`src/hdl/pll_ctrl_defs.svh`:
```
// offsets, field positions, reset values and timing counts of the pll control block
`ifndef PLL_CTRL_DEFS_SVH
`define PLL_CTRL_DEFS_SVH

// serial programming word
`define WORD_BITS 24
`define SEL_REF 2'h0
`define SEL_N 2'h1
`define SEL_FUNC 2'h2
`define SEL_INIT 2'h3

// function and initialization latch fields
`define FN_COUNTER_RESET 2
`define FN_PD_REQUEST 3
`define FN_FS_ENABLE 9
`define FN_FS_MODE 10
`define FN_TSEL_LO 11
`define FN_TSEL_HI 14
`define FN_CUR1_LO 15
`define FN_CUR1_HI 17
`define FN_CUR2_LO 18
`define FN_CUR2_HI 20
`define FN_PD_SYNC 21
`define FN_PRESC_LO 22
`define FN_PRESC_HI 23

// n counter latch fields
`define N_A_LO 2
`define N_A_HI 7
`define N_B_LO 8
`define N_B_HI 20
`define N_FAST_REQ 21

// reference counter latch field
`define R_DIV_LO 2
`define R_DIV_HI 15

// latch reset values
`define LATCH_RESET 24'h000000

// register byte offsets
`define REG_REF 5'h00
`define REG_N 5'h04
`define REG_FUNC 5'h08
`define REG_STATUS 5'h0C
`define REG_TUNIT 5'h10

// axi responses
`define RESP_OKAY 2'h0
`define RESP_SLVERR 2'h2

// timeout step: time in ns, cycle count derived from the clock period
`define CLK_PERIOD_NS 10
`define TIMEOUT_UNIT_NS 1000
`define TIMEOUT_UNIT_CYCLES (`TIMEOUT_UNIT_NS / `CLK_PERIOD_NS)

`endif

```
`src/hdl/pll_ctrl_pkg.sv`:
```
// types shared by the pll control block
package pll_ctrl_pkg;

  // power-down sequencing
  typedef enum logic [1:0] {
    PWR_RUN,
    PWR_ARMED,
    PWR_DOWN
  } pwr_state_e;

  typedef logic [23:0] prog_word_t;

endpackage

```
`src/hdl/pll_fast_settle_latch_control.sv`:
```
// pll digital control: latches, fast-settle timer, internal reset, power-down, axi regs
//
// Contract
// RULE1 - programming words are 24 bits, shifted msb first, one bit per serial clock rise
// RULE2 - latch-load rise copies the word to the latch named by its two low bits
// RULE3 - function bit 9 enables fast settle; bit 10 picks manual or timer exit
// RULE4 - function bit 2 set holds reference and a/b counters in reset
// RULE5 - in timer mode, writing the fast request bit selects the secondary current
// RULE6 - in timer mode, the device clears the fast request itself after the timeout
// RULE7 - timeout length comes from function bits 14 down to 11
// RULE8 - request set uses secondary current; on timeout revert to primary and clear
// RULE9 - the timeout counter runs only when function bit 10 is one
// RULE10 - primary current is the low current field, secondary the high field
// RULE11 - host keeps the prescaler output at or below 200 mhz
// RULE12 - initialization load stores function fields and also fires an internal reset
// RULE13 - internal reset loads reference, n and timeout counters and tristates the pump
// RULE14 - internal reset also enters power-down when chip enable and pd request allow it
// RULE15 - first n load after an initialization refires the pulse; later ones do not
// RULE16 - host start-up: init latch with counter reset clear, then reference, then n
// RULE17 - chip enable low powers down at once; raising it resumes counting
// RULE18 - latch contents survive chip enable toggling
// RULE19 - host start-up: function with reset set, reference, n, function with reset clear
// RULE20 - counter reset holds counters and tristates the pump but never powers down
// RULE21 - an n load setting the request in timer mode restarts the timeout from zero
//
// Our own choices: the address map and register access over AXI4-Lite.
`timescale 1ns/1ps
`include "pll_ctrl_defs.svh"

module pll_fast_settle_latch_control
  import pll_ctrl_pkg::*;
#(
  parameter int ADDR_W = 5,
  parameter logic [15:0] TIMEOUT_UNIT_RESET = 16'(`TIMEOUT_UNIT_CYCLES)
) (
  // clock and reset
  input wire logic ref_clk,
  input wire logic reset_n,
  // serial programming pins
  input wire logic sclk,
  input wire logic sdata,
  input wire logic latchLoadStrobe,
  // chip enable pin and charge pump event from the phase detector
  input wire logic chipEnable,
  input wire logic cpEvent,
  // axi4-lite write address and data
  input wire logic [ADDR_W-1:0] s_axi_awaddr,
  input wire logic s_axi_awvalid,
  output logic s_axi_awready,
  input wire logic [31:0] s_axi_wdata,
  input wire logic [3:0] s_axi_wstrb,
  input wire logic s_axi_wvalid,
  output logic s_axi_wready,
  // axi4-lite write response
  output logic [1:0] s_axi_bresp,
  output logic s_axi_bvalid,
  input wire logic s_axi_bready,
  // axi4-lite read
  input wire logic [ADDR_W-1:0] s_axi_araddr,
  input wire logic s_axi_arvalid,
  output logic s_axi_arready,
  output logic [31:0] s_axi_rdata,
  output logic [1:0] s_axi_rresp,
  output logic s_axi_rvalid,
  input wire logic s_axi_rready,
  // divider settings
  output logic [13:0] refDivide,
  output logic [5:0] aCount,
  output logic [12:0] bCount,
  output logic [1:0] prescalerSelect,
  // charge pump and counter control
  output logic [2:0] cpCurrent,
  output logic cpTristate,
  output logic countersHeld,
  output logic powerDown,
  output logic fastSettleActive,
  output logic internalResetPulse
);

  ////////////////////////////////////////////////////////////////////////////
  // reset release and pin synchronisers

  logic rstMeta, rstN;
  logic ceMeta, ceSync;
  logic cpMeta, cpSync, cpLast;

  // reset asserts at once but releases only after two clean edges
  always_ff @(posedge ref_clk or negedge reset_n) begin
    if (!reset_n) begin
      {rstMeta, rstN} <= 2'h0;
    end else begin
      {rstMeta, rstN} <= {1'b1, rstMeta};
    end
  end

  // chip enable and pump event come from outside the clock domain
  always_ff @(posedge ref_clk or negedge rstN) begin
    if (!rstN) begin
      {ceMeta, ceSync} <= 2'h0;
      {cpMeta, cpSync, cpLast} <= 3'h0;
    end else begin
      {ceMeta, ceSync} <= {chipEnable, ceMeta};
      {cpMeta, cpSync, cpLast} <= {cpEvent, cpMeta, cpSync};
    end
  end

  wire cpEventRise = cpSync && !cpLast;

  ////////////////////////////////////////////////////////////////////////////
  // serial word capture

  prog_word_t word;
  logic wordValid;

  serial_word_capture #(.WIDTH(`WORD_BITS)) u_capture (
    .ref_clk(ref_clk),
    .rstN(rstN),
    .sclk(sclk),
    .sdata(sdata),
    .latchLoadStrobe(latchLoadStrobe),
    .word(word),
    .wordValid(wordValid)
  );

  ////////////////////////////////////////////////////////////////////////////
  // latch decode

  prog_word_t refLatch_reg, nLatch_reg, funcLatch_reg;
  logic timeout;

  wire [1:0] latchSel = word[1:0];
  wire loadRef = wordValid && (latchSel == `SEL_REF); // RULE2
  wire loadN = wordValid && (latchSel == `SEL_N);
  wire loadInit = wordValid && (latchSel == `SEL_INIT);
  // both select codes with the high bit set write the function fields
  wire loadFunc = wordValid && latchSel[1]; // RULE12

  wire fsEnable = funcLatch_reg[`FN_FS_ENABLE];
  wire fsTimerMode = funcLatch_reg[`FN_FS_MODE];
  wire fastRequest = nLatch_reg[`N_FAST_REQ];
  wire [3:0] timeoutSelect = funcLatch_reg[`FN_TSEL_HI:`FN_TSEL_LO]; // RULE7
  wire [2:0] currentSettingOne = funcLatch_reg[`FN_CUR1_HI:`FN_CUR1_LO];
  wire [2:0] currentSettingTwo = funcLatch_reg[`FN_CUR2_HI:`FN_CUR2_LO];
  wire counterResetBit = funcLatch_reg[`FN_COUNTER_RESET];
  wire powerDownRequest = funcLatch_reg[`FN_PD_REQUEST];
  wire powerDownSyncSelect = funcLatch_reg[`FN_PD_SYNC];

  // latches clear only on reset; chip enable never touches them
  always_ff @(posedge ref_clk or negedge rstN) begin
    if (!rstN) begin
      refLatch_reg <= `LATCH_RESET;
      funcLatch_reg <= `LATCH_RESET;
    end else begin
      if (loadRef) begin
        refLatch_reg <= word;
      end
      if (loadFunc) begin
        funcLatch_reg <= word; // RULE18
      end
    end
  end

  // a fresh n load wins over a timeout landing in the same cycle
  always_ff @(posedge ref_clk or negedge rstN) begin
    if (!rstN) begin
      nLatch_reg <= `LATCH_RESET;
    end else if (loadN) begin
      nLatch_reg <= word;
    end else if (timeout) begin
      nLatch_reg[`N_FAST_REQ] <= 1'b0; // RULE6
    end
  end

  ////////////////////////////////////////////////////////////////////////////
  // internal reset pulse

  logic pendingN_reg;

  wire pulseNext = loadInit || (loadN && pendingN_reg); // RULE15

  // armed by every initialization load, spent by the next n load
  always_ff @(posedge ref_clk or negedge rstN) begin
    if (!rstN) begin
      pendingN_reg <= 1'b0;
      internalResetPulse <= 1'b0;
    end else begin
      internalResetPulse <= pulseNext; // RULE12
      if (loadInit) begin
        pendingN_reg <= 1'b1;
      end else if (loadN) begin
        pendingN_reg <= 1'b0; // RULE15
      end
    end
  end

  ////////////////////////////////////////////////////////////////////////////
  // fast-settle timeout: (timeoutSelect + 1) steps of timeoutUnit cycles

  logic [15:0] timeoutUnit_reg;
  logic [15:0] tickCnt_reg;
  logic [3:0] stepCnt_reg;

  wire timerArmed = fastRequest && fsEnable && fsTimerMode; // RULE9
  wire timerRestart = loadN && word[`N_FAST_REQ]; // RULE21
  // a zero unit would never wrap, so it acts as one cycle
  wire [15:0] unitLast = (timeoutUnit_reg == 16'h0000) ? 16'h0000 : timeoutUnit_reg - 16'h0001;
  wire tickWrap = (tickCnt_reg == unitLast);
  assign timeout = timerArmed && !timerRestart && !internalResetPulse && tickWrap
                   && (stepCnt_reg == timeoutSelect); // RULE6

  // the counter idles at zero whenever it is not armed
  always_ff @(posedge ref_clk or negedge rstN) begin
    if (!rstN) begin
      tickCnt_reg <= 16'h0000;
      stepCnt_reg <= 4'h0;
    end else if (!timerArmed || timerRestart || internalResetPulse || timeout) begin
      tickCnt_reg <= 16'h0000; // RULE13
      stepCnt_reg <= 4'h0;
    end else if (tickWrap) begin
      tickCnt_reg <= 16'h0000;
      stepCnt_reg <= stepCnt_reg + 4'h1;
    end else begin
      tickCnt_reg <= tickCnt_reg + 16'h0001;
    end
  end

  ////////////////////////////////////////////////////////////////////////////
  // power-down sequencing

  pwr_state_e pwr_reg, pwr_next;

  // synchronous mode waits for a pump event; the internal pulse stands in for one
  always_comb begin
    pwr_next = pwr_reg;
    if (!ceSync) begin
      pwr_next = PWR_DOWN; // RULE17
    end else if (!powerDownRequest) begin
      pwr_next = PWR_RUN;
    end else if (internalResetPulse) begin
      pwr_next = PWR_DOWN; // RULE14
    end else if (!powerDownSyncSelect) begin
      pwr_next = PWR_DOWN;
    end else begin
      unique case (pwr_reg)
        PWR_RUN: pwr_next = PWR_ARMED;
        PWR_ARMED: pwr_next = cpEventRise ? PWR_DOWN : PWR_ARMED;
        PWR_DOWN: pwr_next = PWR_DOWN;
      endcase
    end
  end

  always_ff @(posedge ref_clk or negedge rstN) begin
    if (!rstN) begin
      pwr_reg <= PWR_DOWN;
    end else begin
      pwr_reg <= pwr_next;
    end
  end

  ////////////////////////////////////////////////////////////////////////////
  // charge pump and counter outputs

  wire fastActive = fastRequest && fsEnable; // RULE3
  wire pwrDownNext = (pwr_next == PWR_DOWN);
  // counter reset holds and tristates only; it has no path into power-down
  wire holdNext = pulseNext || counterResetBit || pwrDownNext; // RULE20

  always_ff @(posedge ref_clk or negedge rstN) begin
    if (!rstN) begin
      cpCurrent <= 3'h0;
      fastSettleActive <= 1'b0;
      countersHeld <= 1'b1;
      cpTristate <= 1'b1;
      powerDown <= 1'b1;
    end else begin
      cpCurrent <= fastActive ? currentSettingTwo : currentSettingOne; // RULE8 RULE10 RULE5
      fastSettleActive <= fastActive;
      countersHeld <= holdNext; // RULE4 RULE13
      cpTristate <= holdNext;
      powerDown <= pwrDownNext;
    end
  end

  assign refDivide = refLatch_reg[`R_DIV_HI:`R_DIV_LO];
  assign aCount = nLatch_reg[`N_A_HI:`N_A_LO];
  assign bCount = nLatch_reg[`N_B_HI:`N_B_LO];
  assign prescalerSelect = funcLatch_reg[`FN_PRESC_HI:`FN_PRESC_LO];

  ////////////////////////////////////////////////////////////////////////////
  // axi4-lite slave

  function automatic logic regHit(input logic [ADDR_W-1:0] addr);
    regHit = (addr == `REG_REF) || (addr == `REG_N) || (addr == `REG_FUNC)
             || (addr == `REG_STATUS) || (addr == `REG_TUNIT);
  endfunction

  logic awHeld_reg, wHeld_reg;
  logic [ADDR_W-1:0] awAddr_reg;
  logic [31:0] wData_reg;
  logic [3:0] wStrb_reg;

  assign s_axi_awready = !awHeld_reg && !s_axi_bvalid;
  assign s_axi_wready = !wHeld_reg && !s_axi_bvalid;
  assign s_axi_arready = !s_axi_rvalid;

  wire awTake = s_axi_awvalid && s_axi_awready;
  wire wTake = s_axi_wvalid && s_axi_wready;
  wire wrFire = awHeld_reg && wHeld_reg && !s_axi_bvalid;
  wire unitWrite = wrFire && (awAddr_reg == `REG_TUNIT);

  // address and data are caught separately in either order
  always_ff @(posedge ref_clk or negedge rstN) begin
    if (!rstN) begin
      awHeld_reg <= 1'b0;
      wHeld_reg <= 1'b0;
      awAddr_reg <= '0;
      wData_reg <= 32'h00000000;
      wStrb_reg <= 4'h0;
    end else begin
      if (awTake) begin
        awHeld_reg <= 1'b1;
        awAddr_reg <= s_axi_awaddr;
      end else if (wrFire) begin
        awHeld_reg <= 1'b0;
      end
      if (wTake) begin
        wHeld_reg <= 1'b1;
        wData_reg <= s_axi_wdata;
        wStrb_reg <= s_axi_wstrb;
      end else if (wrFire) begin
        wHeld_reg <= 1'b0;
      end
    end
  end

  // only the timeout unit is writable; latches change over the serial pins, and the n latch fast request bit also clears on timeout
  always_ff @(posedge ref_clk or negedge rstN) begin
    if (!rstN) begin
      timeoutUnit_reg <= TIMEOUT_UNIT_RESET;
    end else if (unitWrite) begin
      if (wStrb_reg[0]) timeoutUnit_reg[7:0] <= wData_reg[7:0];
      if (wStrb_reg[1]) timeoutUnit_reg[15:8] <= wData_reg[15:8];
    end
  end

  // write response
  always_ff @(posedge ref_clk or negedge rstN) begin
    if (!rstN) begin
      s_axi_bvalid <= 1'b0;
      s_axi_bresp <= `RESP_OKAY;
    end else if (wrFire) begin
      s_axi_bvalid <= 1'b1;
      s_axi_bresp <= regHit(awAddr_reg) ? `RESP_OKAY : `RESP_SLVERR;
    end else if (s_axi_bready) begin
      s_axi_bvalid <= 1'b0;
    end
  end

  // read mux
  wire [31:0] statusWord = {21'h000000, cpCurrent, 1'b0, ceSync, powerDown, cpTristate,
                            countersHeld, pendingN_reg, timerArmed, fastSettleActive};
  wire [31:0] readMux =
    (s_axi_araddr == `REG_REF) ? {8'h00, refLatch_reg} :
    (s_axi_araddr == `REG_N) ? {8'h00, nLatch_reg} :
    (s_axi_araddr == `REG_FUNC) ? {8'h00, funcLatch_reg} :
    (s_axi_araddr == `REG_STATUS) ? statusWord :
    (s_axi_araddr == `REG_TUNIT) ? {16'h0000, timeoutUnit_reg} : 32'h00000000;

  always_ff @(posedge ref_clk or negedge rstN) begin
    if (!rstN) begin
      s_axi_rvalid <= 1'b0;
      s_axi_rdata <= 32'h00000000;
      s_axi_rresp <= `RESP_OKAY;
    end else if (s_axi_arvalid && s_axi_arready) begin
      s_axi_rvalid <= 1'b1;
      s_axi_rdata <= readMux;
      s_axi_rresp <= regHit(s_axi_araddr) ? `RESP_OKAY : `RESP_SLVERR;
    end else if (s_axi_rready) begin
      s_axi_rvalid <= 1'b0;
    end
  end

endmodule // pll_fast_settle_latch_control

```
`src/hdl/serial_word_capture.sv`:
```
// three-wire serial input: synchronisers, shift register and latch-load capture
`timescale 1ns/1ps
`include "pll_ctrl_defs.svh"

module serial_word_capture
  import pll_ctrl_pkg::*;
#(
  parameter int WIDTH = `WORD_BITS
) (
  // clock and reset
  input wire logic ref_clk,
  input wire logic rstN,
  // serial pins
  input wire logic sclk,
  input wire logic sdata,
  input wire logic latchLoadStrobe,
  // captured word
  output logic [WIDTH-1:0] word,
  output logic wordValid
);

  logic sclkMeta, sclkSync, sclkLast;
  logic sdataMeta, sdataSync;
  logic leMeta, leSync, leLast;
  logic [WIDTH-1:0] shift_reg;

  // data is synchronised with the same depth as the clock so they stay aligned
  always_ff @(posedge ref_clk or negedge rstN) begin
    if (!rstN) begin
      {sclkMeta, sclkSync, sclkLast} <= 3'h0;
      {sdataMeta, sdataSync} <= 2'h0;
      {leMeta, leSync, leLast} <= 3'h0;
    end else begin
      {sclkMeta, sclkSync, sclkLast} <= {sclk, sclkMeta, sclkSync};
      {sdataMeta, sdataSync} <= {sdata, sdataMeta};
      {leMeta, leSync, leLast} <= {latchLoadStrobe, leMeta, leSync};
    end
  end

  wire sclkRise = sclkSync && !sclkLast;
  wire leRise = leSync && !leLast;

  // msb first: each new bit enters at the bottom
  always_ff @(posedge ref_clk or negedge rstN) begin
    if (!rstN) begin
      shift_reg <= '0;
    end else if (sclkRise) begin
      shift_reg <= {shift_reg[WIDTH-2:0], sdataSync}; // RULE1
    end
  end

  // word presented for one cycle on the strobe's rising edge
  always_ff @(posedge ref_clk or negedge rstN) begin
    if (!rstN) begin
      word <= '0;
      wordValid <= 1'b0;
    end else begin
      wordValid <= leRise; // RULE2
      if (leRise) begin
        word <= shift_reg;
      end
    end
  end

endmodule // serial_word_capture

```
`config.mk`:
```
export PLATFORM = sky130hd
export DESIGN_NAME = pll_fast_settle_latch_control
export DESIGN_NICKNAME = d
export VERILOG_FILES = /design/src/hdl/pll_ctrl_pkg.sv /design/src/hdl/pll_fast_settle_latch_control.sv /design/src/hdl/serial_word_capture.sv
export VERILOG_INCLUDE_DIRS = /design/src /design/src/hdl
export SDC_FILE = /design/constraint.sdc
export NUM_CORES = 1
export LEC_CHECK = 0
export ABC_CLOCK_PERIOD_IN_PS = 9800
export BUFFER_PORTS_ARGS = -buffer_cell sky130_fd_sc_hd__clkbuf_2
export CAP_MARGIN = 20
export CORE_MARGIN = 2
export CORE_UTILIZATION = 58
export CTS_CLUSTER_DIAMETER = 200
export CTS_CLUSTER_SIZE = 28
export DETAILED_ROUTE_END_ITERATION = 7
export PLACE_DENSITY_LB_ADDON = 0.25
export SLEW_MARGIN = 20
export SYNTH_ARGS = -nofsm -noshare
export SYNTH_HDL_FRONTEND = slang
export SYNTH_HIERARCHICAL = 1
export SYNTH_SLANG_ARGS = --single-unit
```
`constraint.sdc`:
```
create_clock -name ref_clk -period 9.8 [get_ports ref_clk]
set_input_delay 2.45 -clock ref_clk [delete_from_list [all_inputs] [get_ports ref_clk]]
set_output_delay 2.45 -clock ref_clk [all_outputs]
set_load 0.02 [all_outputs]
```
==> flow_metrics.py <==
metrics = {
    "synth": {
        "yosys_warnings": 6,
        "synth_top_area_cell": "dfrtp_1",
        "netlist_instances": 911,
        "synth.distinct_cells": 64,
        "synth.avg_cell_area_sq_um": 11.8,
        "async_reset_ff_frac": 1.00,
        "yosys-top-cells-count": "229 x dfrtp_1, 103 x nand2_1, 98 x mux2_2, 68 x nor2_1, 46 x buf_4",
        "synth_flop_cell": "dfrtp_1",
        "yosysSeqAreaShare": 0.546,
        "synth_area_leaders": "dfrtp_1 53%, mux2_2 10%, mux2_4 5.4%",
        "synth_top_area_share": 0.531,
        "synth_edf_count": 0,
        "yosysMostFrequentCell": "dfrtp_1",
        "ys_ff_latch": 235,
        "syn_area_sq_um": 10800,
    },
    "clock_tree": {
        "clk_pin_slew_ns": 0.10,
        "htreeDepth": 1,
        "cts_tree": "done",
        "cts_resized": 0,
        "holdBufCountCts": 0,
        "cts_buffer_depth": 3,
        "cts.sinks": 235,
        "clockRootBuffer": "clkbuf_16",
        "insertion_delay_ns": 0.48,
        "cts_made_buffers": 12,
        "post-cts-setup-buffers": 0,
    },
    "die": {
        "core-area_sq_um": 18100,
        "ios": 142,
        "die_x_microns": 140,
        "start_util": 0.596,
        "num_rows": 49,
        "fp.dieH_microns": 140,
        "die_area_sq_um": 19700,
    },
    "pwr": {
        "swShare": 0.340,
        "switchingPower_uw": 948,
        "power.density_nw_per_um2": 241,
        "p_leak_uw": 0.00552,
        "p_int_uw": 1840,
        "pwr-share-seq": 0.499,
        "clkPwrFrac": 0.200,
        "p_total_uw": 2790,
        "p_comb_frac": 0.301,
        "ir_drop_mv": 0.185,
    },
    "worst_setup_path": {
        "crit_path_max_incr_delay_ns": 0.75,
        "cp_slowest_cell": "nor3b_2",
        "crit_required_ns": 10.20,
        "cp-end-kind": "flip-flop",
        "cp_max_fo": 16,
        "critPathLaunchType": "input port",
        "critical_path_class": "input port to flip-flop",
        "crit_buf_inv": 2,
        "cp_cell_sequence": "clkbuf_2 > nor3_1 > nor3b_2 > buf_4 > a222oi_1 > a31oi_1",
        "cp_top_family": "simple AND/OR/NAND/NOR gates",
        "rrSetupSlack_ns": 5.86,
        "worstPathArrival_ns": 4.42,
    },
    "timing": {
        "fmax_mhz": 249,
        "hold_viol_final": 0,
        "setup_viol": 0,
        "period_share": 0.410,
        "rsz0062_at_grt": "no",
        "timing.hold.ws_ns": 0.224,
        "tightest_slew_ns": 1.14,
        "slew_headroom": 0.238,
        "finalMaxSlewViolations": 0,
        "fin_crit_ns": 4.02,
        "fin_skew_ns": 0.0283,
        "fin_tns_setup_ns": 0,
    },
    "global_route": {
        "grtUsageTotal": 0.240,
        "grt_overflow": 0,
        "grt_pass1_wl_mm": 37.6,
        "first_global_vias": 6918,
        "antenna_found_initial": 0,
        "grt_max_degree": 85,
    },
    "cells_and_area": {
        "final_nets": 1027,
        "fill_cells": 1400,
        "stdcell_count": 1198,
        "final_util": 0.640,
        "drive_gt1_frac": 0.312,
        "areaGrowthSynthToFinish_pct": 7.31,
        "antenna-diode-count": 0,
    },
    "routing": {
        "drt-wirelength-per-cell_microns": 19.5,
        "dr.pass1.iters": 6,
        "via_count": 7070,
        "routed_wl_mm": 23.4,
        "via_per_inst": 5.90,
        "drc_errors": 0,
        "first_iter_violations": 519,
        "ant_nets": 0,
    },
    "place": {
        "hpwl_mm": 16.0,
        "io_buffer_count": 113,
        "gp_congestion": 0.911,
        "place_inst": 1178,
    },
    "run": {
        "max-cap-violations": 0,
    },
    "min_path": {
        "hold_class": "flip-flop to async pin",
    },
    "outcome": {
        "status": "finished clean",
    },
}
## logic make-up (layout without fill, tap and decap cells)
group                    count (synthesis)  after routing  synth area share
AO/OA/AOI/OAI                          120            120            0.0791
XOR/XNOR                                31             31            0.0252
adder cells (fa/ha/maj)                  5              5           0.00580
buffers and inverters                  107            156            0.0615
flip-flops                             235            235             0.546
multiplexers                           142            142             0.161
other                                    2             11          0.000696
AND/OR/NAND/NOR                        269            269             0.120
## power by group through the flow
| stage | clock [uW] | combinational, uW | sequential, uW |
|---|---|---|---|
| after floorplan | 0 | 673 | 1380 |
| after detailed placement | 0 | 833 | 1420 |
| after global routing | 608 | 910 | 1420 |
| after global placement | 0 | 813 | 1410 |
| final | 558 | 841 | 1390 |
| after CTS | 575 | 838 | 1400 |
## cell type report
type | count | area (sq um) | area share
clock buffers | 18 | 344 | 0.0297
inverters | 15 | 56.3 | 0.00487
well taps | 229 | 287 | 0.0248
repair buffers | 122 | 677 | 0.0585
flip-flops and latches | 235 | 5890 | 0.509
multi-input cells | 578 | 4300 | 0.371
clock inverters | 1 | 20.0 | 0.00173
## metrics by stage
step                cell area [sq um]  setup slack (ns)
floorplan                       10800              2.78
detailed placement              11200              5.35
global placement                11100              5.34
global route                    11600              5.68
finish                          11600              5.78
CTS                             11500              5.86
## final timing paths
check | startpoint | end | cells past startpoint
worst min register to register | rstN | awAddr_reg[4] | 0
max in group asynchronous | rstN | nLatch_reg[0] | 2
worst min-delay path | rstN | awAddr_reg[4] | 0
worst max register to register | timeoutUnit_reg[4] | stepCnt_reg[2] | 8
min in group ref_clk | rstMeta | rstN | 0
worst max-delay path | s_axi_araddr[1] | s_axi_rdata[13] | 6
## worst reg2reg max path, delay by kind of cell, from the launching register on
family	cells	cell delay [ns]
DFF	1	0.49
xor gates and xnor gates	1	0.24
AOI/OAI and AO/OA	3	0.97
and+or+nand+nor	4	2.13
## routing by layer
layer  routed length, microns  part of all wire  up-vias  global-route usage
li1                         -                 -     3240                   -
met3                     1090             0.047       45              0.0229
met1                    10600              0.45     3567               0.350
met4                      576             0.025        0              0.0659
met2                    11100              0.48      218               0.391
met5                        0                 0        -                   0
## cells in the final DEF, fill, tap and decap left out, drive strengths merged, types with 10 or more instances in the layout
master  instances
a222oi         14
mux2          137
nand2         103
dfrtp         229
xnor2          14
a31oi          16
inv            16
clkbuf        131
nor3           12
o21ai          21
a21oi          25
nand3          19
nor2b          10
conb           11
nor2           69
xor2           17
No activity file was read; power rests on OpenSTA's default activity.
